[config.mk]
export PLATFORM = sky130hd
export DESIGN_NAME = nac_access_ctrl
export DESIGN_NICKNAME = d
export VERILOG_FILES = /design/src/nac_pkg.sv /design/src/nac_unlock_det.sv /design/src/nac_access_ctrl.sv
export VERILOG_INCLUDE_DIRS = /design/src
export SDC_FILE = /design/constraint.sdc
export NUM_CORES = 1
export LEC_CHECK = 0
export ABC_AREA = 1
export CAP_MARGIN = 20
export CORE_ASPECT_RATIO = 0.6
export CORE_MARGIN = 2
export CORE_UTILIZATION = 65
export DETAILED_ROUTE_END_ITERATION = 8
export DONT_BUFFER_PORTS = 1
export GPL_TIMING_DRIVEN = 0
export PLACE_DENSITY = 0.88
export RECOVER_POWER = 100
export SETUP_SLACK_MARGIN = 0.1
export SYNTH_ARGS = -nofsm -noshare
export SYNTH_HDL_FRONTEND = slang
export SYNTH_SLANG_ARGS = --single-unit
export TNS_END_PERCENT = 20
[constraint.sdc]
create_clock -name clk -period 3.16 [get_ports clk]
set_input_delay 0.316 -clock clk [delete_from_list [all_inputs] [get_ports clk]]
set_output_delay 0.316 -clock clk [all_outputs]
set_load 0.03 [all_outputs]
[src/nac_cfg.svh]
// Register map, field positions, reset values and timing counts of the NVM access block
`ifndef NAC_CFG_SVH
`define NAC_CFG_SVH
// ============================================================
// Register byte offsets on the APB
`define NAC_OFF_DATA_LOW        12'h000
`define NAC_OFF_DATA_HIGH       12'h004
`define NAC_OFF_ADDR_LOW        12'h008
`define NAC_OFF_ADDR_HIGH       12'h00C
`define NAC_OFF_CONTROL         12'h010
`define NAC_OFF_UNLOCK          12'h014
`define NAC_OFF_IRQ             12'h018
// ============================================================
// Control register bit positions
`define NAC_BIT_SPACE           7
`define NAC_BIT_CFGSEL          6
`define NAC_BIT_LATCH           5
`define NAC_BIT_ERASE           4
`define NAC_BIT_FAULT           3
`define NAC_BIT_PENABLE         2
`define NAC_BIT_START           1
`define NAC_BIT_READ            0
// Interrupt register bit positions
`define NAC_BIT_IRQ_FLAG        0
`define NAC_BIT_IRQ_EN          1
// ============================================================
// Reset values
`define NAC_RST_BYTE            8'h00
`define NAC_RST_CONTROL         8'h00
// ============================================================
// Unlock pattern
`define NAC_UNLOCK_FIRST        8'h55
`define NAC_UNLOCK_SECOND       8'hAA
// ============================================================
// Configuration space map
`define NAC_CFG_UID_LO          15'h0000
`define NAC_CFG_UID_HI          15'h0003
`define NAC_CFG_DEVID           15'h0006
`define NAC_CFG_WORD_LO         15'h0007
`define NAC_CFG_WORD_HI         15'h0008
// ============================================================
// Self-timed operation length
`define NAC_PROG_TIME_NS        2000
`define NAC_CLK_PERIOD_NS       25
`define NAC_PROG_CYCLES         ((`NAC_PROG_TIME_NS + `NAC_CLK_PERIOD_NS - 1) / `NAC_CLK_PERIOD_NS)
`endif

[src/nac_pkg.sv]
// Types shared by the NVM access block
package nac_pkg;

    typedef enum logic [1:0] {
        NAC_IDLE,
        NAC_BUSY,
        NAC_DONE
    } nac_state_t;

    typedef struct packed {
        logic        req;
        logic        write;
        logic        erase;
        logic        latchOnly;
        logic [1:0]  space;
        logic [14:0] addr;
        logic [13:0] wdata;
    } nac_mem_req_t;

endpackage : nac_pkg

[src/nac_unlock_det.sv]
// Unlock pattern detector fed by writes to the unlock register
`timescale 1ns/1ps
module nac_unlock_det
    import nac_pkg::*;
(
    // Clock and reset
    input  wire logic       clk,
    input  wire logic       rst_b,
    input  wire logic       clkEn,
    // Register write observation
    input  wire logic       anyWrite,
    input  wire logic       unlockWrite,
    input  wire logic [7:0] wdata,
    // Result
    output logic            unlocked
);

`include "nac_cfg.svh"

    typedef struct packed {
        logic gotFirst;
        logic armed;
    } nac_ulk_state_t;

    nac_ulk_state_t state_reg;
    nac_ulk_state_t state_next;

    // ============================================================
    // Sequence tracking
    // Any other register write breaks the sequence, so the pair must directly precede the start
    always_comb
    begin
        state_next = state_reg;
        if (anyWrite)
        begin
            state_next.gotFirst = 1'b0;
            state_next.armed    = 1'b0;
            if (unlockWrite && wdata == `NAC_UNLOCK_FIRST)
            begin
                state_next.gotFirst = 1'b1;
            end
            else if (unlockWrite && wdata == `NAC_UNLOCK_SECOND && state_reg.gotFirst)
            begin
                state_next.armed = 1'b1;
            end
        end
    end

    always_ff @(posedge clk)
    begin
        if (!rst_b)
        begin
            state_reg <= '0;
        end
        else if (clkEn)
        begin
            state_reg <= state_next;
        end
    end

    assign unlocked = state_reg.armed;

    // ============================================================
    // Checks
    property p_unlock_order;
        @(posedge clk) disable iff (!rst_b)
        $rose(unlocked) |-> $past(unlockWrite) && $past(wdata) == `NAC_UNLOCK_SECOND;
    endproperty
    a_unlock_order: assert property (p_unlock_order) else $error("unlock armed without AAh write");

endmodule : nac_unlock_det

[src/nac_access_ctrl.sv]
// NVM self-access control registers with APB slave
//
// The register addresses and the APB slave port were decided locally.
`timescale 1ns/1ps
`include "nac_cfg.svh"
module nac_access_ctrl
    import nac_pkg::*;
#(
    parameter int PROG_CYCLES = `NAC_PROG_CYCLES
)
(
    // Clock, enable and reset
    input  wire logic        clk,
    input  wire logic        rst_b,
    input  wire logic        clkEn,
    // APB slave
    input  wire logic        psel,
    input  wire logic        penable,
    input  wire logic        pwrite,
    input  wire logic [11:0] paddr,
    input  wire logic [31:0] pwdata,
    output logic [31:0]      prdata,
    output logic             pready,
    output logic             pslverr,
    // Memory arrays
    output nac_mem_req_t     memReq,
    input  wire logic [13:0] memRdata,
    input  wire logic        memAbort,
    // Core
    output logic             cpuStall,
    output logic             irqOut
);

    typedef struct packed {
        nac_state_t  fsm;
        logic [7:0]  dataLow;
        logic [5:0]  dataHigh;
        logic [7:0]  addrLow;
        logic [6:0]  addrHigh;
        logic        spaceSel;
        logic        cfgSel;
        logic        latchOnly;
        logic        eraseSel;
        logic        fault;
        logic        progEn;
        logic        start;
        logic        readPend;
        logic        irqFlag;
        logic        irqEn;
        logic        stall;
        logic [15:0] timer;
        logic [31:0] rdata;
        logic        slvErr;
        nac_mem_req_t req;
    } nac_state_reg_t;

    nac_state_reg_t st_reg;
    nac_state_reg_t st_next;

    logic        wrAcc;
    logic        rdAcc;
    logic        unlocked;
    logic        mapped;
    logic [14:0] addrWord;
    logic        isEeprom;
    logic        cfgReadOk;
    logic        cfgWriteOk;
    logic [7:0]  ctrlView;
    logic [7:0]  wb;

    assign wrAcc = psel && penable && pwrite && clkEn;
    assign rdAcc = psel && !penable && !pwrite && clkEn;   // Setup cycle: read data then stands through access
    assign wb    = pwdata[7:0];

    assign addrWord  = {st_reg.addrHigh, st_reg.addrLow};
    assign isEeprom  = !st_reg.cfgSel && !st_reg.spaceSel;
    assign cfgReadOk = (addrWord >= `NAC_CFG_UID_LO && addrWord <= `NAC_CFG_UID_HI)
                    || (addrWord >= `NAC_CFG_DEVID && addrWord <= `NAC_CFG_WORD_HI);
    assign cfgWriteOk = addrWord >= `NAC_CFG_UID_LO && addrWord <= `NAC_CFG_UID_HI;

    assign mapped = paddr == `NAC_OFF_DATA_LOW || paddr == `NAC_OFF_DATA_HIGH
                 || paddr == `NAC_OFF_ADDR_LOW || paddr == `NAC_OFF_ADDR_HIGH
                 || paddr == `NAC_OFF_CONTROL || paddr == `NAC_OFF_UNLOCK
                 || paddr == `NAC_OFF_IRQ;

    assign ctrlView = {st_reg.spaceSel, st_reg.cfgSel, st_reg.latchOnly, st_reg.eraseSel,
                       st_reg.fault, st_reg.progEn, st_reg.start, st_reg.readPend};

    // ============================================================
    // Unlock detector
    nac_unlock_det u_unlock (
        .clk         (clk),
        .rst_b       (rst_b),
        .clkEn       (clkEn),
        .anyWrite    (wrAcc),
        .unlockWrite (paddr == `NAC_OFF_UNLOCK),
        .wdata       (wb),
        .unlocked    (unlocked)
    );

    // ============================================================
    // Next state
    always_comb
    begin
        st_next = st_reg;
        st_next.req.req = 1'b0;
        st_next.slvErr  = 1'b0;

        // Register writes
        if (wrAcc)
        begin
            if (paddr == `NAC_OFF_DATA_LOW)
            begin
                st_next.dataLow = wb;
            end
            else if (paddr == `NAC_OFF_DATA_HIGH)
            begin
                st_next.dataHigh = wb[5:0];
            end
            else if (paddr == `NAC_OFF_ADDR_LOW)
            begin
                st_next.addrLow = wb;
            end
            else if (paddr == `NAC_OFF_ADDR_HIGH)
            begin
                st_next.addrHigh = wb[6:0];
            end
            else if (paddr == `NAC_OFF_CONTROL)
            begin
                st_next.spaceSel  = wb[`NAC_BIT_SPACE];
                st_next.cfgSel    = wb[`NAC_BIT_CFGSEL];
                st_next.latchOnly = wb[`NAC_BIT_LATCH];
                st_next.eraseSel  = wb[`NAC_BIT_ERASE];
                st_next.fault     = wb[`NAC_BIT_FAULT];
                st_next.progEn    = wb[`NAC_BIT_PENABLE];
                // Any attempt to set start raises the fault flag; a clean start clears it on completion
                if (wb[`NAC_BIT_START])
                begin
                    st_next.fault = 1'b1;
                    if (st_reg.fsm == NAC_IDLE && wb[`NAC_BIT_PENABLE] && st_reg.progEn && unlocked)
                    begin
                        st_next.start = 1'b1;
                    end
                end
                if (wb[`NAC_BIT_READ] && st_reg.fsm == NAC_IDLE)
                begin
                    st_next.readPend = 1'b1;
                    st_next.req.addr  = addrWord;
                    st_next.req.space = {wb[`NAC_BIT_CFGSEL], wb[`NAC_BIT_SPACE]};
                end
            end
            else if (paddr == `NAC_OFF_IRQ)
            begin
                st_next.irqEn = wb[`NAC_BIT_IRQ_EN];
                // Software clears the done flag by writing one; a new completion that is not latch-only wins
                if (wb[`NAC_BIT_IRQ_FLAG])
                begin
                    st_next.irqFlag = 1'b0;
                end
            end
            else if (paddr != `NAC_OFF_UNLOCK)
            begin
                st_next.slvErr = 1'b1;
            end
        end

        // Register reads
        if (rdAcc)
        begin
            st_next.rdata = 32'h0000_0000;
            if (paddr == `NAC_OFF_DATA_LOW)
            begin
                st_next.rdata[7:0] = st_reg.dataLow;
            end
            else if (paddr == `NAC_OFF_DATA_HIGH)
            begin
                st_next.rdata[5:0] = st_reg.dataHigh;
            end
            else if (paddr == `NAC_OFF_ADDR_LOW)
            begin
                st_next.rdata[7:0] = st_reg.addrLow;
            end
            else if (paddr == `NAC_OFF_ADDR_HIGH)
            begin
                st_next.rdata[6:0] = st_reg.addrHigh;
            end
            else if (paddr == `NAC_OFF_CONTROL)
            begin
                st_next.rdata[7:0] = ctrlView;
            end
            else if (paddr == `NAC_OFF_IRQ)
            begin
                st_next.rdata[1:0] = {st_reg.irqEn, st_reg.irqFlag};
            end
            else if (paddr != `NAC_OFF_UNLOCK)
            begin
                st_next.slvErr = 1'b1;
            end
        end

        // Operation sequencing
        case (st_reg.fsm)
            NAC_IDLE:
            begin
                if (st_reg.readPend)
                begin
                    st_next.readPend = 1'b0;
                    if (st_reg.cfgSel && !cfgReadOk)
                    begin
                        st_next.dataLow  = 8'h00;
                        st_next.dataHigh = 6'h00;
                    end
                    else
                    begin
                        st_next.dataLow  = memRdata[7:0];
                        st_next.dataHigh = isEeprom ? 6'h00 : memRdata[13:8];
                    end
                end
                else if (st_reg.start)
                begin
                    st_next.req.space = {st_reg.cfgSel, st_reg.spaceSel};
                    st_next.req.addr  = addrWord;
                    st_next.req.wdata = {st_reg.dataHigh, st_reg.dataLow};
                    st_next.req.latchOnly = !isEeprom && st_reg.latchOnly;
                    st_next.req.erase     = isEeprom || st_reg.eraseSel;
                    st_next.req.write     = isEeprom || !st_reg.eraseSel;
                    if (st_reg.cfgSel && !cfgWriteOk)
                    begin
                        // Read-only config locations: refuse and leave the fault flag up
                        st_next.start = 1'b0;
                    end
                    else
                    begin
                        st_next.req.req = 1'b1;
                        st_next.stall   = !isEeprom;
                        st_next.timer   = st_next.req.latchOnly ? 16'h0001 : 16'(PROG_CYCLES);
                        st_next.fsm     = NAC_BUSY;
                    end
                end
            end
            NAC_BUSY:
            begin
                if (memAbort)
                begin
                    st_next.start = 1'b0;
                    st_next.fault = 1'b1;
                    st_next.stall = 1'b0;
                    st_next.fsm   = NAC_IDLE;
                end
                else if (st_reg.timer <= 16'h0001)
                begin
                    st_next.fsm = NAC_DONE;
                end
                else
                begin
                    st_next.timer = st_reg.timer - 16'h0001;
                end
            end
            NAC_DONE:
            begin
                st_next.start = 1'b0;
                st_next.fault = wrAcc && paddr == `NAC_OFF_CONTROL && wb[`NAC_BIT_START];
                st_next.stall = 1'b0;
                if (st_reg.req.erase && !isEeprom)
                begin
                    st_next.eraseSel = 1'b0;
                end
                if (!st_reg.req.latchOnly)
                begin
                    st_next.irqFlag = 1'b1;
                end
                st_next.fsm = NAC_IDLE;
            end
            default:
            begin
                st_next.fsm = NAC_IDLE;
            end
        endcase
    end

    // ============================================================
    // State register
    always_ff @(posedge clk)
    begin
        if (!rst_b)
        begin
            st_reg <= '0;
        end
        else if (clkEn)
        begin
            st_reg <= st_next;
        end
    end

    assign prdata   = st_reg.rdata;
    assign pready   = 1'b1;
    assign pslverr  = psel && penable && !mapped;
    assign memReq   = st_reg.req;
    assign cpuStall = st_reg.stall;
    assign irqOut   = st_reg.irqFlag && st_reg.irqEn;

    // ============================================================
    // Checks
    property p_no_start_locked;
        @(posedge clk) disable iff (!rst_b)
        $rose(st_reg.start) |-> $past(st_reg.progEn) && $past(unlocked);
    endproperty
    a_no_start_locked: assert property (p_no_start_locked) else $error("start without enable/unlock");

    property p_blocked;
        @(posedge clk) disable iff (!rst_b)
        memReq.req |-> $past(st_reg.progEn);
    endproperty
    a_blocked: assert property (p_blocked) else $error("memory request while disabled");

    property p_fault_on_start;
        @(posedge clk) disable iff (!rst_b)
        (wrAcc && paddr == `NAC_OFF_CONTROL && wb[`NAC_BIT_START]) |=> st_reg.fault;
    endproperty
    a_fault_on_start: assert property (p_fault_on_start) else $error("fault not set on start write");

    property p_read_one;
        @(posedge clk) disable iff (!rst_b)
        (clkEn && st_reg.readPend && st_reg.fsm == NAC_IDLE) |=> !st_reg.readPend;
    endproperty
    a_read_one: assert property (p_read_one) else $error("read bit not cleared");

    property p_cfg_zero;
        @(posedge clk) disable iff (!rst_b)
        (clkEn && st_reg.readPend && st_reg.fsm == NAC_IDLE && st_reg.cfgSel && !cfgReadOk)
            |=> st_reg.dataLow == 8'h00 && st_reg.dataHigh == 6'h00;
    endproperty
    a_cfg_zero: assert property (p_cfg_zero) else $error("config read not zeroed");

    property p_eeprom_erase;
        @(posedge clk) disable iff (!rst_b)
        (memReq.req && memReq.space == 2'b00) |-> memReq.erase && memReq.write && !memReq.latchOnly;
    endproperty
    a_eeprom_erase: assert property (p_eeprom_erase) else $error("EEPROM write not erase+write");

    property p_done_clears;
        @(posedge clk) disable iff (!rst_b)
        (clkEn && st_reg.fsm == NAC_DONE) |=> !st_reg.start && !st_reg.stall;
    endproperty
    a_done_clears: assert property (p_done_clears) else $error("start not cleared on done");
    property p_high_zero;
        @(posedge clk) disable iff (!rst_b)
        (rdAcc && paddr == `NAC_OFF_DATA_HIGH) |=> prdata[31:6] == 26'h0;
    endproperty
    a_high_zero: assert property (p_high_zero) else $error("data high upper bits not zero");

    c_prog: cover property (@(posedge clk) st_reg.fsm == NAC_DONE);
    c_read: cover property (@(posedge clk) st_reg.readPend ##1 !st_reg.readPend);
    c_abort: cover property (@(posedge clk) st_reg.fsm == NAC_BUSY && memAbort);

endmodule : nac_access_ctrl

Word level (Yosys, flattened, before mapping)
Index checks and enable logic that the tools add are counted.
{ "op_classes": {"mux": 72, "n_eq_ne": 17, "n_bitwise": 6, "addsub": 1, "reduce_logical": 56, "n_lt_le_gt_ge": 5} }
{ "ops": {"columns": ["operator", "count"], "rows": [
  ["2-to-1 mux 17 bit", 11],
  ["2-to-1 mux 35 bit", 3],
  ["2-to-1 mux 14 bit", 3],
  ["2-to-1 mux 8 bit", 5],
  ["2-to-1 mux 39 bit", 1],
  ["equality test 12 x 5 -> 1 bit, second input constant", 3],
  ["2-to-1 mux 16 bit", 2],
  ["one-hot mux 16 bit (2 select lines)", 1],
  ["2-to-1 mux 31 bit", 1],
  ["2-to-1 mux 25 bit", 1],
  ["equality test 12 x 4 -> 1 bit, second input constant", 2],
  ["logical AND 1 bit", 24],
  ["2-to-1 mux 6 bit", 4],
  ["2-to-1 mux 1 bit", 22],
  ["2-to-1 mux 7 bit", 3],
  ["2-to-1 mux 2 bit", 10],
  ["less-or-equal comparator 16 x 1 -> 1 bit, second input constant", 1],
  ["subtractor 16 x 1 -> 16 bit, second input constant", 1],
  [">= comparator 15 x 1 -> 1 bit, second input constant", 1],
  [">= comparator 15 x 3 -> 1 bit, second input constant", 1],
  ["less-or-equal comparator 15 x 2 -> 1 bit, second input constant", 1],
  ["less-or-equal comparator 15 x 4 -> 1 bit, second input constant", 1],
  ["AND reduction 7 bit", 2],
  ["equality test 12 x 3 -> 1 bit, second input constant", 1],
  ["22 further kinds", 52]
]} }
{ "totals": {"reg_bits": 103, "word_cells": 184, "input_bits": 65, "output_inout_bits": 71} }

Longest topological paths before layout
{ "logic_depth": {"depth_word": 16, "depth_mapped": 12, "ltp_nobuf": 12} }

By module
Synthesis repeated with hierarchy kept, for this count alone.
{ "unflattened": {"cells_unflattened": 955, "area_unflattened_um2": 6261.0} }
{ "by_module_without_submodules": {"columns": ["module", "instances", "area_each_um2", "seq_area_each_um2", "cells_each"], "rows": [
  ["nac_access_ctrl", 1, 6108.4, 2021.9, 926],
  ["nac_unlock_det", 1, 152.6, 40.0, 29]
]} }

Worst setup path after synthesis
Ideal clock, no wire load.
{ "synth_path": {"kind": "input to output", "startpoint": "input paddr[3]", "endpoint": "output pslverr", "arrival_ps": 1727, "required_ps": 2844, "path_buffers": 1, "path_stages": 7, "slack_ps": 1117, "cell_sequence": "buf_6 nor2_4 nand2_4 inv_2 o21ai_0 nand3_1 a211oi_1"} }
{ "synth_between": {"elab_chain_len": 9, "elab_cells_between_ends": 15, "cone_classes": "eq/ne: 6; reduce/logical: 9"} }
{ "synth_rtl": {"columns": ["item", "line_no", "source"], "rows": [
  ["start: declaration", "nac_access_ctrl.sv:20", "input wire logic [11:0] paddr,"],
  ["equality test 12 x 3 -> 1 bit (no line) / zero test 12 bit (equally long branches)", null, null],
  ["logical OR 1 bit (no line) (5 in series)", null, null],
  ["logical OR 1 bit (no line) (*)", null, null],
  ["zero test 1 bit (*)", "nac_access_ctrl.sv:297", "assign pslverr = psel && penable && !mapped;"],
  ["logical AND 1 bit (*)", "nac_access_ctrl.sv:297", null],
  ["end: declaration", "nac_access_ctrl.sv:24", "output logic pslverr,"]
]} }
Mark *: on every way between the ends. The rest lies on a longest branch, timed or not.

Worst setup path after layout
{ "layout_path": {"startpoint": "register st_reg[124] (netlist name)", "endpoint": "register st_reg (netlist bit memReq[34])"} }
{ "layout_between": {"elab_chain_len": 2} }
{ "layout_rtl": {"columns": ["item", "line_no", "source"], "rows": [
  ["start: declaration", "nac_access_ctrl.sv:57", "nac_state_reg_t st_reg;"],
  ["start signal: assignment", "nac_access_ctrl.sv:291", "st_reg <= st_next;"],
  ["zero test 2 bit", "nac_access_ctrl.sv:202", "case (st_reg.fsm)"],
  ["2-to-1 mux 35 bit", "nac_access_ctrl.sv:202", null]
]} }
Every way passes these cells.
A chain may end at the register's enable or synchronous reset.

==> results.yml <==
sta:
  finalHoldViolations: 0
  rsz0062_at_grt: "false"
  fin_ws_ns: 0.576
  fin_skew_ns: 0.00722
  slew_headroom: 0.321
  drv_slew: 0
  fin_crit_ns: 2.58
  fin_setup_tns_ns: 0
  finalCritPeriodShare: 0.818
  setup_viol: 0
  max_freq_ghz: 0.387
  worstMarginPinSlew_ns: 1.01
synthesis:
  synth_top_cell_by_area: "dfxtp_1"
  netlist_instances: 996
  yosysUniqueCellTypes: 41
  synth_top_cell_area_share: 0.315
  synth.avg_cell_area_um2: 6.56
  synthesis.area_um2: 6540
  ys_seq_area_frac: 0.315
  synthArstFlopShare: 0
  synth_area_leaders: "dfxtp_1 32%, nand2_1 14%, buf_4 8.7%"
  synth_flop_cell: "dfxtp_1"
  ys_ff_latch: 103
  ys_warn_count: 0
  synth_edf_count: 0
clocking:
  cts_buffer_depth: 2
  ctsResizeCount: 0
  cts.clk_slew.worst_paths_ns: 0.07
  cts_root_buffer: "clkbuf_16"
  clock_sinks: 103
  ctsHoldBuffers: 0
  cts-buffers-inserted: 9
  cts_setup_buffers: 0
  insertion_delay_ns: 0.36
  htree_num_levels: 3
  cts_tree: "done"
global_route:
  overflow: 0
  antenna_found_initial: 0
  first_global_vias: 5668
  grt_usage: 0.350
  grt_pass1_wl_um: 29600
  grt_start_max_net_pins: 18
final_layout:
  area.growth.synth_to_final_pct: 4.29
  diodes: 0
  layout-drive-gt1-share: 0.0812
  fillerInstances: 873
  utilization: 0.695
  largest_register_ffs: 35
  final_nets: 1102
routing:
  wl_per_cell_um: 16.1
  drt-pass1-iter-count: 9
  antenna_left: 0
  drc: 0
  routed-via-count: 6608
  wl_um: 18800
  drt-initial-drc-count: 1045
  vias_per_cell: 5.65
power_and_ir_drop:
  p_total_mw: 2.97
  leakage_nw: 2.99
  powerDensity_nw_per_um2: 435
  ir_drop_mv: 0.372
setup_path:
  crit_path_start: "st_reg[124]$_SDFFE_PN0P_"
  endpoint_kind: "flop"
  r2r_start: "st_reg[124]$_SDFFE_PN0P_"
  worstPathRequired_ns: 3.44
  cp_max_fo: 10
  cp.arrival_ns: 2.87
  criticalPathCategory: "reg -> reg"
  cp-start-kind: "flop"
flow_run:
  max_cap_violations: 0
die:
  die-area_um2: 10900
  fp.dieH_um: 81.7
  initial_core_util: 0.666
  core.rowCount: 28
  pin_count: 136
  die_w_um: 133
  coreArea_um2: 9810
hold_path:
  hold_path_class: "in -> reg"
  hold_start: "rst_b"
place:
  portBuffers: 0
  dp_hpwl_um: 14100
  finalWeightedCongestion: 1.01
  pre_cts_ws_ns: 0.927
status:
  status: "finished clean"
[per-layer routing]
metal	global-route usage	up-vias	part of all wire
li1	-	3184	-
met1	0.518	2937	0.44
met2	0.480	425	0.38
met4	0.100	0	0.030
met5	0	-	0
met3	0.117	62	0.15
[critical path: stages (launching register included)]
cell and delay [ns]:
dfxtp_1 0.35, inv_1 0.11, ha_1 0.17, clkbuf_1 0.33, inv_1 0.19, nor3_4 0.32
inv_2 0.20, nor2_4 0.31, buf_4 0.26, o21ai_1 0.13, a21oi_1 0.14
[synth_stat cells (6+ instances only)]
master    instances
a211oi_1         15
a21oi_1          90
buf_2             6
buf_4            76
buf_6             9
clkbuf_1         18
dfxtp_1         103
ha_1              7
inv_1            75
inv_2             7
nand2_1         245
nand3_1          55
nand4_1          18
nor2_1          143
nor2_4           10
nor3_1            6
o21ai_0          49
xor2_1            7
[final cells by class]
class	count	area [um2]	share of cell area
clock buffers	9	225	0.0330
flip-flops and latches	103	2060	0.302
inverters	84	315	0.0462
multi-input cells	720	3380	0.496
well taps	135	169	0.0248
plain buffers	112	572	0.0839
clock inverters	7	96.3	0.0141
[final timing paths]
path / to / slack [ns] / depth (start not counted)
max reg2reg: memReq[34]$_SDFFE_PN0P_ / 0.58 / 10
min: memReq[13]$_SDFFE_PN0P_ / 0.09 / 2
min reg2reg: prdata[0]$_SDFFE_PN0P_ / 0.47 / 2
max: memReq[34]$_SDFFE_PN0P_ / 0.58 / 10
[stage by stage]
step	cell area (um2)	hold slack, ns	cells
floorplan	6620	0.436	1019
global placement	6790	0.455	1154
detailed placement	6790	0.457	1154
CTS	7110	0.0874	1170
global route	6820	0.105	1170
finish	6820	0.0925	1170
[cell usage in the layout (no fill, tap or decap), types with 3 or more instances in the layout]
master	Yosys	layout
clkbuf_16	0	9
inv_1	75	76
buf_1	3	3
inv_2	7	6
o22ai_1	4	4
nor3_1	6	6
nor2_1	143	148
nor2_4	10	5
clkbuf_1	18	70
o211ai_1	4	4
nor4_1	3	3
nand3_1	55	55
conb_1	2	25
nor2_2	4	4
xor2_1	7	7
dfxtp_1	103	103
a211oi_1	15	15
buf_4	76	31
ha_1	7	7
buf_2	6	4
nand2_4	5	3
nand4_1	18	20
o21ai_0	49	49
a21oi_1	90	90
nand2_1	245	249
xnor2_1	4	4
nand2_2	5	3
a31oi_1	4	4
buf_6	9	4
[power breakdown]
part | switching, mW | internal [mW] | total, mW
registers | 0.0136 | 1.31 | 1.32
logic | 0.292 | 0.129 | 0.421
clock network | 0.524 | 0.698 | 1.22
total | 0.829 | 2.14 | 2.97
[cells by family after synthesis]
logic type,Yosys count,synth area share
buffers and inverters,196,0.168
AND/OR/NAND/NOR,503,0.342
flip-flops,103,0.315
XOR/XNOR,11,0.0147
other,2,0.00115
adder cells (fa/ha/maj),7,0.0134
AO/OA/AOI/OAI,174,0.145
(Power assumes the default switching activity.)
